`src/tcal_pkg.sv`:
```
// Package for the termination calibration sequencer.
// Assumes a 125 MHz system clock and a 32-bit APB slave port.
package tcal_pkg;
  localparam int unsigned NUM_BLOCKS = 10;
  localparam int unsigned NUM_BANKS = 16;
  localparam int unsigned SYS_CLK_MHZ = 125;
  localparam int unsigned USER_CLK_MAX_MHZ = 20;
  // Half period of the calibration clock in system cycles, rounded up.
  localparam int unsigned CAL_HALF_DIV =
    (SYS_CLK_MHZ + 2 * USER_CLK_MAX_MHZ - 1) / (2 * USER_CLK_MAX_MHZ);
  localparam int unsigned FULL_CAL_CYCLES = 1000;
  localparam int unsigned SERIES_CAL_CYCLES = 240;
  localparam int unsigned SHIFT_CYCLES = 28;
  localparam int unsigned CODE_BITS = 28;
  localparam int unsigned LOAD_TIME_NS = 25;
  localparam int unsigned CAL_CLK_PERIOD_NS =
    2 * CAL_HALF_DIV * 1000 / SYS_CLK_MHZ;
  // Minimum load pulse length in calibration clock cycles, rounded up.
  localparam int unsigned LOAD_CYCLES =
    (LOAD_TIME_NS + CAL_CLK_PERIOD_NS - 1) / CAL_CLK_PERIOD_NS;
  localparam int unsigned CNT_W = 10;
  localparam logic [11:0] ADDR_CTRL = 12'h000;
  localparam logic [11:0] ADDR_BANKS = 12'h004;
  localparam logic [11:0] ADDR_STATUS = 12'h008;
  localparam int unsigned CTRL_START = 0;
  localparam int unsigned CTRL_SERIES_ONLY = 1;
  localparam int unsigned CTRL_CAL = 2;
  localparam int unsigned CTRL_BLK_LSB = 4;
  localparam int unsigned STAT_BUSY = 0;
  localparam int unsigned STAT_DONE = 1;
  localparam int unsigned STAT_STATE_LSB = 4;
  localparam int unsigned STATE_W = 8;
  typedef enum logic [7:0] {
    ST_IDLE = 8'b0000_0001,
    ST_MODE = 8'b0000_0010,
    ST_CLEAR = 8'b0000_0100,
    ST_CAL = 8'b0000_1000,
    ST_GAP = 8'b0001_0000,
    ST_SHIFT = 8'b0010_0000,
    ST_LOAD = 8'b0100_0000,
    ST_DONE = 8'b1000_0000
  } seq_state_type;
endpackage : tcal_pkg

```
`src/tcal_clk_div.sv`:
```
// Calibration clock divider producing the outgoing clock and a rise enable.
// Assumes a single system clock; all sequencing runs on the rise pulse.
module tcal_clk_div (
  input wire logic mclk_in, // System clock.
  input wire logic rst_in, // Synchronous reset, active high.
  output logic cal_clk_out, // Divided clock, registered.
  output logic rise_out // One-cycle pulse with each rising edge.
);
  import tcal_pkg::*;
  logic [7:0] cnt_r;
  logic [7:0] cnt_nxt;
  logic clk_nxt;
  logic rise_nxt;
  always_comb begin
    cnt_nxt = cnt_r + 8'h01;
    clk_nxt = cal_clk_out;
    rise_nxt = 1'b0;
    if (cnt_r == 8'(CAL_HALF_DIV - 1)) begin
      cnt_nxt = 8'h00;
      clk_nxt = ~cal_clk_out;
      rise_nxt = ~cal_clk_out;
    end
  end
  always_ff @(posedge mclk_in) begin
    if (rst_in) begin
      cnt_r <= 8'h00;
      cal_clk_out <= 1'b0;
      rise_out <= 1'b0;
    end else begin
      cnt_r <= cnt_nxt;
      cal_clk_out <= clk_nxt;
      rise_out <= rise_nxt;
    end
  end
endmodule : tcal_clk_div

```
`src/tcal_sequencer.sv`:
```
// Controller that calibrates one termination block and loads its banks.
// Assumes APB from software and the device's calibration pins outside.
// Functional notes
// Device calibrates itself at power up.
// Mode select high calibrates, low shifts.
// Enable bit starts calibration or serializer.
// Calibration clock at most 20 MHz.
// Controls change on calibration clock rise.
// Mode select rises one cycle before enable.
// Clear low one cycle before enable.
// Full calibration holds enable 1000 cycles.
// Mode select drops one cycle after enable.
// Block shifts 28-bit series/parallel code.
// At most one enable during transfer.
// Wait one cycle before transfer enable.
// Transfer enable held exactly 28 cycles.
// One idle cycle between enable pulses.
// Load one cycle after, at least 25 ns.
// Banks convert code on parallel load.
// Banks load together or separately.
// No bank I/O traffic during load.
// Mode select high while any calibrating.
// Later clear leaves running calibration alone.
// Series-only calibration holds enable 240 cycles.
// Series-only still shifts 28 cycles.
// Banks take codes from same-supply blocks.
// Code in use changes only on load.
// Reset leaves controls low, clear high.
module tcal_sequencer (
  input wire logic mclk_in, // System clock.
  input wire logic rst_in, // Synchronous reset.
  input wire logic psel, // APB select.
  input wire logic penable, // APB enable.
  input wire logic pwrite, // APB direction.
  input wire logic [11:0] paddr, // APB address.
  input wire logic [31:0] pwdata, // APB write data.
  output logic [31:0] prdata, // APB read data.
  output logic pready, // APB ready.
  output logic pslverr, // APB error.
  output logic cal_clk_out, // Calibration clock to the device.
  output logic cal_mode_select_out, // Calibrate high, shift low.
  output logic cal_clear_n_out, // Active-low clear.
  output logic [tcal_pkg::NUM_BLOCKS-1:0] block_enable_vector_out, // Enables.
  output logic [tcal_pkg::NUM_BANKS-1:0] bank_parallel_load_out, // Loads.
  output logic [tcal_pkg::NUM_BANKS-1:0] bank_io_hold_out // I/O quiet.
);
  import tcal_pkg::*;
  logic tick;
  seq_state_type state_r, state_nxt;
  logic [CNT_W-1:0] cnt_r, cnt_nxt;
  logic [3:0] blk_r, blk_nxt;
  logic series_r, series_nxt;
  logic cal_r, cal_nxt;
  logic [NUM_BANKS-1:0] banks_r, banks_nxt;
  logic done_r, done_nxt;
  logic mode_nxt, clr_nxt;
  logic [NUM_BLOCKS-1:0] en_nxt;
  logic [NUM_BANKS-1:0] load_nxt;
  logic [31:0] rdata_nxt;
  logic wr_ok, start_wr;

  // The divider keeps every control change aligned to a clock rise.
  tcal_clk_div u_div (
    .mclk_in(mclk_in),
    .rst_in(rst_in),
    .cal_clk_out(cal_clk_out),
    .rise_out(tick)
  );

  assign wr_ok = psel && penable && pwrite;
  assign start_wr = wr_ok && (paddr == ADDR_CTRL) && pwdata[CTRL_START] &&
                    (state_r == ST_IDLE || state_r == ST_DONE);

  always_comb begin
    state_nxt = state_r;
    cnt_nxt = cnt_r;
    blk_nxt = blk_r;
    series_nxt = series_r;
    cal_nxt = cal_r;
    banks_nxt = banks_r;
    done_nxt = done_r;
    mode_nxt = cal_mode_select_out;
    clr_nxt = cal_clear_n_out;
    en_nxt = block_enable_vector_out;
    load_nxt = bank_parallel_load_out;
    if (wr_ok && paddr == ADDR_BANKS && state_r != ST_LOAD) begin
      banks_nxt = pwdata[NUM_BANKS-1:0];
    end
    if (start_wr) begin
      blk_nxt = pwdata[CTRL_BLK_LSB +: 4];
      series_nxt = pwdata[CTRL_SERIES_ONLY];
      cal_nxt = pwdata[CTRL_CAL];
      done_nxt = 1'b0;
      state_nxt = pwdata[CTRL_CAL] ? ST_MODE : ST_GAP;
      cnt_nxt = '0;
    end else if (tick) begin
      cnt_nxt = cnt_r + 1'b1;
      unique case (state_r)
        ST_IDLE, ST_DONE: begin
          cnt_nxt = '0;
        end
        ST_MODE: begin
          mode_nxt = 1'b1;
          state_nxt = ST_CLEAR;
          cnt_nxt = '0;
        end
        ST_CLEAR: begin
          clr_nxt = 1'b0;
          state_nxt = ST_CAL;
          cnt_nxt = '0;
        end
        ST_CAL: begin
          clr_nxt = 1'b1;
          en_nxt = '0;
          en_nxt[blk_r] = 1'b1;
          if (cnt_r == CNT_W'(series_r ? SERIES_CAL_CYCLES
                                       : FULL_CAL_CYCLES)) begin
            en_nxt = '0;
            state_nxt = ST_GAP;
            cnt_nxt = '0;
          end
        end
        ST_GAP: begin
          // Mode select stays high until the enable has been low two cycles.
          en_nxt = '0;
          if (cnt_r == CNT_W'(0)) begin
            mode_nxt = cal_mode_select_out;
          end else if (cnt_r == CNT_W'(1)) begin
            mode_nxt = 1'b0;
          end else begin
            state_nxt = ST_SHIFT;
            cnt_nxt = '0;
          end
        end
        ST_SHIFT: begin
          en_nxt = '0;
          en_nxt[blk_r] = 1'b1;
          if (cnt_r == CNT_W'(SHIFT_CYCLES)) begin
            en_nxt = '0;
            state_nxt = ST_LOAD;
            cnt_nxt = '0;
          end
        end
        ST_LOAD: begin
          if (cnt_r == CNT_W'(0)) begin
            load_nxt = banks_r;
          end else if (cnt_r == CNT_W'(LOAD_CYCLES + 1)) begin
            load_nxt = '0;
            done_nxt = 1'b1;
            state_nxt = ST_DONE;
          end
        end
        default: begin
          state_nxt = ST_IDLE;
        end
      endcase
    end
  end

  always_comb begin
    rdata_nxt = 32'h0000_0000;
    if (paddr == ADDR_CTRL) begin
      rdata_nxt[CTRL_SERIES_ONLY] = series_r;
      rdata_nxt[CTRL_CAL] = cal_r;
      rdata_nxt[CTRL_BLK_LSB +: 4] = blk_r;
    end else if (paddr == ADDR_BANKS) begin
      rdata_nxt[NUM_BANKS-1:0] = banks_r;
    end else if (paddr == ADDR_STATUS) begin
      rdata_nxt[STAT_BUSY] = (state_r != ST_IDLE) && (state_r != ST_DONE);
      rdata_nxt[STAT_DONE] = done_r;
      rdata_nxt[STAT_STATE_LSB +: STATE_W] = state_r;
    end
  end

  always_ff @(posedge mclk_in) begin
    if (rst_in) begin
      state_r <= ST_IDLE;
      cnt_r <= '0;
      blk_r <= 4'h0;
      series_r <= 1'b0;
      cal_r <= 1'b0;
      banks_r <= '0;
      done_r <= 1'b0;
      cal_mode_select_out <= 1'b0;
      cal_clear_n_out <= 1'b1;
      block_enable_vector_out <= '0;
      bank_parallel_load_out <= '0;
      bank_io_hold_out <= '0;
      prdata <= 32'h0000_0000;
      pready <= 1'b0;
      pslverr <= 1'b0;
    end else begin
      state_r <= state_nxt;
      cnt_r <= cnt_nxt;
      blk_r <= blk_nxt;
      series_r <= series_nxt;
      cal_r <= cal_nxt;
      banks_r <= banks_nxt;
      done_r <= done_nxt;
      cal_mode_select_out <= mode_nxt;
      cal_clear_n_out <= clr_nxt;
      block_enable_vector_out <= en_nxt;
      bank_parallel_load_out <= load_nxt;
      bank_io_hold_out <= load_nxt | bank_parallel_load_out;
      prdata <= rdata_nxt;
      pready <= psel && !penable;
      pslverr <= psel && !penable && (paddr != ADDR_CTRL) &&
                 (paddr != ADDR_BANKS) && (paddr != ADDR_STATUS);
    end
  end

  // Helper: calibration clock cycles with an enable high, counted on each rise.
  logic [CNT_W-1:0] en_len_r;
  always_ff @(posedge mclk_in) begin
    if (rst_in) begin
      en_len_r <= '0;
    end else if (tick) begin
      en_len_r <= (|block_enable_vector_out) ? en_len_r + 1'b1 : '0;
    end
  end

  property p_onehot_enable;
    @(posedge mclk_in) disable iff (rst_in)
      $onehot0(block_enable_vector_out);
  endproperty
  a_onehot_enable: assert property (p_onehot_enable)
    else $error("more than one block enable high");

  property p_shift_len;
    @(posedge mclk_in) disable iff (rst_in)
      (tick && !cal_mode_select_out && |block_enable_vector_out &&
       en_nxt == '0) |-> en_len_r == CNT_W'(SHIFT_CYCLES - 1);
  endproperty
  a_shift_len: assert property (p_shift_len)
    else $error("transfer enable not 28 cycles");

  property p_mode_before_enable;
    @(posedge mclk_in) disable iff (rst_in)
      $rose(|block_enable_vector_out) && state_r == ST_CAL |->
        $past(cal_mode_select_out, CAL_HALF_DIV * 2);
  endproperty
  a_mode_before_enable: assert property (p_mode_before_enable)
    else $error("mode select not high before enable");

  property p_clear_before_enable;
    @(posedge mclk_in) disable iff (rst_in)
      $rose(|block_enable_vector_out) && state_r == ST_CAL |->
        !$past(cal_clear_n_out, CAL_HALF_DIV * 2);
  endproperty
  a_clear_before_enable: assert property (p_clear_before_enable)
    else $error("clear not low before calibration enable");

  property p_mode_held;
    @(posedge mclk_in) disable iff (rst_in)
      (state_r == ST_CAL && |block_enable_vector_out) |->
        cal_mode_select_out;
  endproperty
  a_mode_held: assert property (p_mode_held)
    else $error("mode select low during calibration");

  property p_load_after_shift;
    @(posedge mclk_in) disable iff (rst_in)
      $rose(|bank_parallel_load_out) |-> !(|block_enable_vector_out) &&
        !cal_mode_select_out;
  endproperty
  a_load_after_shift: assert property (p_load_after_shift)
    else $error("load raised during transfer");

  property p_io_hold;
    @(posedge mclk_in) disable iff (rst_in)
      (|bank_parallel_load_out) |=> (|bank_io_hold_out);
  endproperty
  a_io_hold: assert property (p_io_hold)
    else $error("bank I/O not held during load");

  property p_reset_idle;
    @(posedge mclk_in) rst_in |=> cal_clear_n_out && !cal_mode_select_out &&
      block_enable_vector_out == '0 && bank_parallel_load_out == '0;
  endproperty
  a_reset_idle: assert property (p_reset_idle)
    else $error("controls not idle after reset");

  c_cal: cover property (@(posedge mclk_in) state_r == ST_CAL ##1
    state_r == ST_GAP);
  c_shift: cover property (@(posedge mclk_in) state_r == ST_SHIFT ##1
    state_r == ST_LOAD);
  c_done: cover property (@(posedge mclk_in) $rose(done_r));
endmodule : tcal_sequencer

```
`config.mk`:
```
export PLATFORM = sky130hd
export DESIGN_NAME = tcal_sequencer
export DESIGN_NICKNAME = d
export VERILOG_FILES = /design/src/tcal_pkg.sv /design/src/tcal_clk_div.sv /design/src/tcal_sequencer.sv
export SDC_FILE = /design/constraint.sdc
export NUM_CORES = 1
export LEC_CHECK = 0
export BUFFER_PORTS_ARGS = -buffer_cell sky130_fd_sc_hd__buf_2
export CELL_PAD_IN_SITES_DETAIL_PLACEMENT = 1
export CELL_PAD_IN_SITES_GLOBAL_PLACEMENT = 2
export CORE_ASPECT_RATIO = 0.8
export CORE_MARGIN = 8
export CORE_UTILIZATION = 28
export DETAILED_ROUTE_END_ITERATION = 6
export GPL_TIMING_DRIVEN = 0
export PLACE_DENSITY_LB_ADDON = 0.1
export SLEW_MARGIN = 20
export SYNTH_ARGS = -nofsm -noshare
export SYNTH_HDL_FRONTEND = slang
export SYNTH_SLANG_ARGS = --single-unit
```
`constraint.sdc`:
```
create_clock -name mclk_in -period 2.2 [get_ports mclk_in]
set_input_delay 0.22 -clock mclk_in [delete_from_list [all_inputs] [get_ports mclk_in]]
set_output_delay 0.22 -clock mclk_in [all_outputs]
set_load 0.1 [all_outputs]
```
# Yosys cells after proc, flatten, opt, wreduce, memory -nomap -nowiden
# Cells that the tools add are included.
# op_classes
mux,37
n_bitwise,6
magnitude_cmp,2
add_sub_neg,2
n_eq_ne,29
reduce_logical,34
# ops
cell,n
16-bit two-way mux,5
8-bit two-way mux,10
10-bit two-way mux,7
8-bit one-hot mux with 7 select lines,1
10-bit one-hot mux with 4 select lines,1
10-bit one-hot mux with 3 select lines,1
3-bit != test (second input constant),6
8-bit by 2-bit equality test with 1-bit output (second input constant),2
16-bit bitwise OR,1
1-bit logical AND,13
12-bit by 3-bit equality test with 1-bit output (second input constant),1
12-bit by 4-bit equality test with 1-bit output (second input constant),1
12-bit logical NOT,1
12-bit by 3-bit != test with 1-bit output (second input constant),1
12-bit by 4-bit != test with 1-bit output (second input constant),1
12-bit nonzero test,1
10-bit by 1-bit adder with 10-bit output (second input constant),1
10-bit by 1-bit equality test with 1-bit output (second input constant),1
10-bit equality test,1
10-bit by 2-bit equality test with 1-bit output (second input constant),1
10-bit by 5-bit equality test with 1-bit output (second input constant),1
10-bit logical NOT,1
2-bit OR reduction,5
8-bit by 1-bit adder with 8-bit output (second input constant),1
other kinds (30),45
# word_totals
reg_bits,129
in_bits,49
output_inout_bits,79

# Logic depth before layout (Yosys ltp)
# Gate-level depths: netlist of the first run.
# depth
depth_word,7
mapped_depth,8
mapped_depth_nobuf,7

# Modules after synthesis
# Synthesis of the first run repeated with hierarchy kept, for this count alone.
# unflattened
cells_unflattened,561
area_unflattened_um2,4870.9
# by_module_without_submodules
module,cells_each,instances,area_per_inst_um2,seq_area_each_um2
tcal_sequencer,518,1,4476.8,2062.0
tcal_clk_div,43,1,394.1,200.2

# Least setup slack after synthesis of the first run
# OpenSTA, ideal clock, no wires.
# synth_timing
kind,register to register
startpoint,register cnt_r[0]
endpoint,register state_r[6]
n_path_buf,0
setup_slack_ps,76
required_ps,2079
path_stages_with_launch,8
setup_ps,121
arrival_time_ps,2003
path_cell_list,dfxtp_1 inv_1 ha_1 nor2b_1 a41oi_1 o21a_1 nor3_1 mux2_2
# synth_via
elab_chain_len,3
word_cells_on_any_way,12
classes_between,10 x eq/ne; 2 x reduce/logical
# synth_rtl
element,line_no,text
from (decl),tcal_sequencer.sv:50,"logic [CNT_W-1:0] cnt_r, cnt_nxt;"
from (signal assigned),tcal_sequencer.sv:194,cnt_r <= cnt_nxt;
10-bit by 2-bit equality test with 1-bit output (tied with other cells),tcal_sequencer.sv:147,end else if (cnt_r == CNT_W'(LOAD_CYCLES + 1)) begin
3-bit != test (no source line),--,
8-bit AND reduction (no source line) (*),--,
to (signal assigned),tcal_sequencer.sv:193,state_r <= state_nxt;
to (decl),tcal_sequencer.sv:49,"seq_state_type state_r, state_nxt;"
# Every way passes the cells marked *; elsewhere a longest branch is shown, timed or not.
# A chain may end at the register's enable or synchronous reset.

# Worst setup path after layout of the first run
# layout_timing
startpoint,register state_r[5]
endpoint,register state_r[7]
# layout_via
elab_chain_len,5
word_cells_on_any_way,23
classes_between,15 x eq/ne; 3 x mux; 5 x reduce/logical
# layout_rtl
element,line_no,text
8-bit by 1-bit equality test with 1-bit output or 8-bit equality test (tied branches),"tcal_sequencer.sv:72, tcal_sequencer.sv:98",
2-bit OR reduction or 1-bit logical OR (tied branches),--,
8-bit one-hot mux with 7 select lines or 1-bit logical AND (tied branches),"tcal_sequencer.sv:98, tcal_sequencer.sv:71",
8-bit two-way mux (tied with other cells),tcal_sequencer.sv:96,end else if (tick) begin
8-bit two-way mux or 8-bit AND reduction (tied branches),--,
# Parallel ways exist; a longest one is shown, timed or not. The select of a mux whose other input is x is not followed.

==> metrics.yaml, run 1 <==
grt_pass1_vias: 4481
track_usage_pct: 15.4
detail_route.first_pass.iterations: 7
yosysWarnings: 0
start_util_pct: 28.4
stdcell_area_mm2: 0.00634
netlist_instances: 521
ys_ff_latch: 113
grt_max_degree: 17
synth_seq_area_share_pct: 48.5
max-vdd-ir-drop_uv: 516
powerDensity_mw_per_mm2: 817
max_freq_mhz: 468
nNetsFinal: 713
vias: 4272
endpoint: "state_r[7]"
reg2regPathDepth: 8
ctsHtreeMaxLevel: 4
maxSlewHeadroom_pct: 54.4
crit_fanout: 9
final_util_pct: 38.5
grt_pass1_wl_um: 25700
coreArea_mm2: 0.0164
syn_area_mm2: 0.00467
gp_congestion: 0.769
ant_nets: 0
rows: 42
seqCellArea_mm2: 0.00228
pre_cts_slack_ns: -0.498
ctsLongestPathBuffers: 2
antenna_found_initial: 0
required_ns: 2.50
drc: 0
synth_top_area_cell: "dfxtp_1"
synth_area_leaders: "dfxtp_1 (48%), nor2_1 (5.7%), a21oi_1 (5.6%)"
min_path_type: "in2reg"
r2r_end: "state_r[7]"
drt-total-wl_um: 16100
layout_setup_ws_ns: 0.0648
clk_latency_ns: 0.42
drv_slew: 0
antenna_cells: 0
cts_tree: "done"
drive_above_1_share_pct: 29.3
setup_viol: 0
start_kind: "flop"
boundaryPins: 128
placed_cell_area_mm2: 0.00548
wl_met2_um: 7010
critical_path_class: "reg2reg"
overflow: 0
synth_area_per_cell_um2: 8.96
via_per_inst: 4.79
synth.distinct_cells: 57
setup.worst_path.start: "state_r[5]"
yosysTopAreaCellShare_pct: 48.5
whs_ns: 0.0466
cts_buffers: 17
tightest_slew_ns: 0.684
wl_per_cell_um: 18.1
dieArea_mm2: 0.0211
finalCritPeriodShare_pct: 97.1
crit_arrival_ns: 2.43
area_growth_pct: 35.8
drv_cap: 0
min_period_ns: 2.14
met1_length_um: 8110
clkTransAtPathRegs_ns: 0.05
fillers: 1903
finClkSkew_ns: 0.0133
synth_edf_count: 0
io_buffers: 95
power.leakage_nw: 2.64
numClockSinks: 113
wl_met3_um: 922
hpwl_um: 11800
hold_violations: 0
die_w_um: 160
root_buffer: "clkbuf_16"
synthFlopType: "dfxtp_1"
multiInputGateArea_mm2: 0.00236
end_kind: "flop"
synthArstFlopShare_pct: 0
dr.max_layer_used: "met4"
status: "complete, no violations"
r2r_start: "state_r[5]"
r2r_setup_slack_ns: 0.06
die_h_um: 131
dr.first_iter.drc_count: 129
[worst min-delay path by stage]
stage / from / endpoint / slack (ns) / cells past startpoint
floorplan: penable / pready / 0.30 / 1
global placement: penable / pready / 0.41 / 2
detailed placement: penable / pready / 0.42 / 2
CTS: pwdata[10] / banks_r[10] / 0.03 / 3
global route: pwdata[11] / banks_r[11] / 0.05 / 3
finish: pwdata[10] / banks_r[10] / 0.05 / 3
[synth_stat cells (2+ instances only)]
| cell type | count |
|---|---|
| or2_2 | 3 |
| a21oi_1 | 52 |
| and4_1 | 4 |
| a32o_1 | 2 |
| nand3_1 | 16 |
| buf_2 | 6 |
| nand4b_1 | 4 |
| buf_4 | 17 |
| nor3_1 | 15 |
| a22oi_1 | 21 |
| nand2b_1 | 12 |
| dfxtp_1 | 113 |
| a211o_1 | 2 |
| or3_1 | 2 |
| mux2i_1 | 13 |
| xor2_1 | 12 |
| ha_1 | 5 |
| nor3b_1 | 4 |
| o31ai_1 | 3 |
| nand2_1 | 44 |
| a31oi_1 | 2 |
| or4_1 | 3 |
| clkbuf_1 | 19 |
| inv_1 | 5 |
| a211oi_1 | 3 |
| and3_1 | 10 |
| a22o_1 | 8 |
| nor2_1 | 71 |
| nand4_1 | 2 |
| xnor2_1 | 3 |
| nor2b_1 | 4 |
| o21ai_0 | 4 |
| o2111ai_1 | 2 |
| and2_1 | 7 |
| o22ai_1 | 4 |
| nor4_1 | 3 |
[layout by cell type (no fill, tap or decap), drive strengths merged, types with 3 or more instances in the layout]
master,Yosys,routed
mux2i,13,13
xnor2,3,3
inv,5,6
nand2b,12,12
o21ai,5,5
o22ai,4,4
nor3,15,15
clkinvlp,0,3
or2,3,3
a21oi,52,52
o31ai,3,3
nor2b,4,4
ha,5,5
or4,3,3
bufinv,0,3
a22o,8,8
conb,1,16
clkbuf,19,35
dfxtp,113,113
a211oi,3,3
and2,7,7
and4,4,4
nand4b,4,4
nor4,5,5
xor2,12,12
a22oi,21,21
buf,23,129
nor2,71,71
nor3b,4,4
or3,3,3
and3,10,10
nand3,17,17
nand2,44,44
clkinv,0,6
[routing by layer]
layer	up-vias	GRT usage [%]
met2	113	21.9
met4	0	5.60
met3	7	4.84
met5	-	0
met1	2062	21.4
li1	2090	-
[critical path, cell delays in order, from the launching register on]
cell and delay, ns:
dfxtp_4 0.38, or3_4 0.43, buf_4 0.16, a2111oi_4 0.35, buf_4 0.19, buf_4 0.11
a311oi_2 0.08, or4b_4 0.26, o21ai_1 0.06
[through the flow]
stage	instances	total power [mW]	setup TNS, ns
floorplan	536	2.34	0
global placement	851	2.41	-17.56
detailed placement	851	2.41	-19.60
CTS	885	5.26	-0.00374
global route	892	5.38	-0.0260
finish	892	5.18	0
[flip-flops by register name, indices dropped and copies added, names as in the netlist]
signal                   flops
bank_io_hold_out            16
bank_parallel_load_out      16
banks_r                     16
prdata                      16
block_enable_vector_out     10
cnt_r                       10
state_r                      8
u_div.cnt_r                  8
blk_r                        4
cal_clear_n_out              1
cal_mode_select_out          1
cal_r                        1
done_r                       1
pready                       1
pslverr                      1
series_r                     1
u_div.cal_clk_out            1
u_div.rise_out               1
[repair_timing]
action	CTS	global route
setup endpoints to repair	73	42
endpoints found under the hold margin	1	0
setup buffers	5	9
pin swaps	4	6
hold buffers	1	0
resized for setup	27	15
[report_power, final]
group	switching, mW	internal [mW]	total (mW)	leakage (nW)
logic	0.236	0.0697	0.306	1.44
clock network	0.997	1.81	2.81	0.291
registers	0.0115	2.05	2.07	0.915
[cell families after synthesis]
| family | synth area share [%] |
|---|---|
| simple gates | 22.9 |
| xor+xnor | 2.81 |
| flops | 48.5 |
| fa+ha+maj | 1.34 |
| other cells | 0.0803 |
| buf+inv | 5.31 |
| mux | 3.03 |
| compound gates | 16.1 |
[final cells by class]
type                    count  area share [%]
well taps                 220            4.34
multi-input cells         376            37.2
inverters                   5           0.296
flip-flops and latches    113            35.9
clock inverters            13            2.55
plain buffers              36            3.41
repair buffers            110            9.32
clock buffers              19            6.99
Note: power is estimated with default switching activity, not from simulation.
==> run 2, diff against run 1 <==
--- a/config.mk
+++ b/config.mk
@@ -13,7 +13,7 @@
 export CORE_UTILIZATION = 28
 export DETAILED_ROUTE_END_ITERATION = 6
 export GPL_TIMING_DRIVEN = 0
-export PLACE_DENSITY_LB_ADDON = 0.1
+export PLACE_DENSITY = 0.8
 export SLEW_MARGIN = 20
 export SYNTH_ARGS = -nofsm -noshare
 export SYNTH_HDL_FRONTEND = slang
==> metrics.yaml, run 2 (synthesized netlist as in run 1, its figures left out) <==
hpwl_um: 11800
intPower_mw: 3.96
nNetsFinal: 711
clk_latency_ns: 0.42
layout_commonest_cell: "dfxtp_1"
crit_slowest_cell: "or4b_4"
min_path_type: "in2reg"
maxSlewHeadroom_pct: 50.9
die_h_um: 131
rows: 42
cts_tree: "done"
root_buffer: "clkbuf_16"
io_buffers: 95
antenna_cells: 0
overflow: 0
dr.first_iter.drc_count: 235
r2r_start: "state_r[5]"
max-vdd-ir-drop_uv: 529
cts_buffers: 17
p_seq_share_pct: 39.6
drc: 0
drv_cap: 0
grt_pass1_vias: 4706
required_ns: 2.54
wl_per_cell_um: 18.4
r2r_end: "state_r[7]"
max_freq_mhz: 464
hold_end: "banks_r[15]"
vias: 4407
drive_above_1_share_pct: 29.3
start_util_pct: 28.4
tightest_slew_ns: 0.737
clkTransAtPathRegs_ns: 0.06
finClkSkew_ns: 0.0131
r2r_setup_slack_ns: 0.05
numClockSinks: 113
ctsHtreeMaxLevel: 4
drt-total-wl_um: 16400
reg2regPathDepth: 5
end_kind: "flop"
grt_pass1_wl_um: 25800
mostFrequentLayoutCells: "dfxtp_1 (105), buf_2 (97), nor2_1 (71), a21oi_1 (52), nand2_1 (44)"
coreArea_mm2: 0.0164
dieArea_mm2: 0.0211
boundaryPins: 128
drv_slew: 0
die_w_um: 160
powerDensity_mw_per_mm2: 826
power.share.switching_pct: 24.1
crit_fanout: 9
ant_nets: 0
critPathMaxStageDelay_ns: 0.50
min_path_cells: 3
crit_arrival_ns: 2.49
power.total_mw: 5.22
finalCritPeriodShare_pct: 97.9
grt_max_degree: 17
track_usage_pct: 15.3
antenna_found_initial: 0
crit_top_cell: "or3_4"
hold_path_startpoint: "pwdata[15]"
status: "complete, no violations"
ctsLongestPathBuffers: 2
hold_violations: 0
power.leakage_nw: 2.63
fin_cells: 890
via_per_inst: 4.95
final_util_pct: 38.5
path_buf_inv: 0
gp_congestion: 0.896
critical_path_class: "reg2reg"
setup_viol: 0
area_growth_pct: 35.6
detail_route.first_pass.iterations: 4
min_period_ns: 2.15
start_kind: "flop"
switchingPower_mw: 1.26
dp.cells: 851
pwr-share-comb_pct: 5.9
p_clk_share_pct: 54.6
crit_chain: "or3_4 -> or3_4 -> a311oi_2 -> or4b_4 -> o21ai_1"
critical-path-top-delay-family: "simple AND/OR/NAND/NOR gates"
==> run 2: cell types whose count changed in the layout (fill, tap and decap cells not counted), moves of 2 or more <==
cell | previous run | this run
clkbuf_8 | 1 | 3
clkinv_2 | 4 | 2
clkbuf_4 | 2 | 0
dfxtp_2 | 3 | 6
buf_4 | 33 | 31
dfxtp_1 | 107 | 105
==> run 2: worst max-delay path by stage <==
| stage | slack (ns) | end | cells past startpoint | startpoint |
|---|---|---|---|---|
| final | 0.05 | state_r[7] | 5 | state_r[5] |
| after global routing | -0.04 | state_r[6] | 7 | cnt_r[0] |
| after CTS | -0.08 | state_r[6] | 6 | cnt_r[0] |
| after detailed placement | -0.41 | banks_r[12] | 7 | paddr[1] |
| after global placement | -0.39 | banks_r[10] | 7 | paddr[1] |
| after floorplan | 0.08 | state_r[6] | 7 | cnt_r[0] |
==> run 2: repair_timing <==
action,in CTS,in global routing
endpoints found under the setup margin,75,71
pin swaps,3,5
hold buffers,1,0
setup buffers,5,7
hold endpoints to repair,1,0
gates resized for setup,16,27
==> run 2: routing by layer <==
| layer | vias up | track usage, % | routed length, um |
|---|---|---|---|
| met5 | - | 0 | 0 |
| met2 | 135 | 23.6 | 7350 |
| met3 | 22 | 4.24 | 1050 |
| li1 | 2083 | - | - |
| met1 | 2167 | 20.3 | 7670 |
| met4 | 0 | 5.39 | 289 |
==> run 2: power by group through the flow <==
stage          clock (mW)  combinational (mW)  sequential (mW)
2_1_floorplan           0               0.206             2.13
3_3_place_gp            0               0.293             2.11
3_5_place_dp            0               0.299             2.11
4_1_cts              2.88               0.302             2.07
5_1_grt              2.99               0.323             2.07
6_report             2.85               0.306             2.07
==> run 2: area by class of cell <==
cell class,count,area [um2]
plain buffers,36,220
well taps,220,275
flip-flops and latches,113,2280
clock inverters,12,156
inverters,5,18.8
repair buffers,108,576
fillers,1924,10100
clock buffers,20,457
multi-input cells,376,2350
==> run 2: worst min-delay path, cell delays in order <==
cell     delay (ns)
buf_2          0.10
nand2_1        0.05
a21oi_1        0.05
==> run 2: stage by stage <==
stage          instance area, um2  setup TNS (ns)  hold WS (ns)  worst slack, ns
3_5_place_dp                 5480          -17.54         0.420           -0.412
4_1_cts                      6190          -0.401        0.0381          -0.0802
3_3_place_gp                 5480          -14.72         0.404           -0.389
5_1_grt                      6330          -0.149        0.0525          -0.0384
2_1_floorplan                4720               0         0.305           0.0763
6_report                     6330               0        0.0472           0.0458
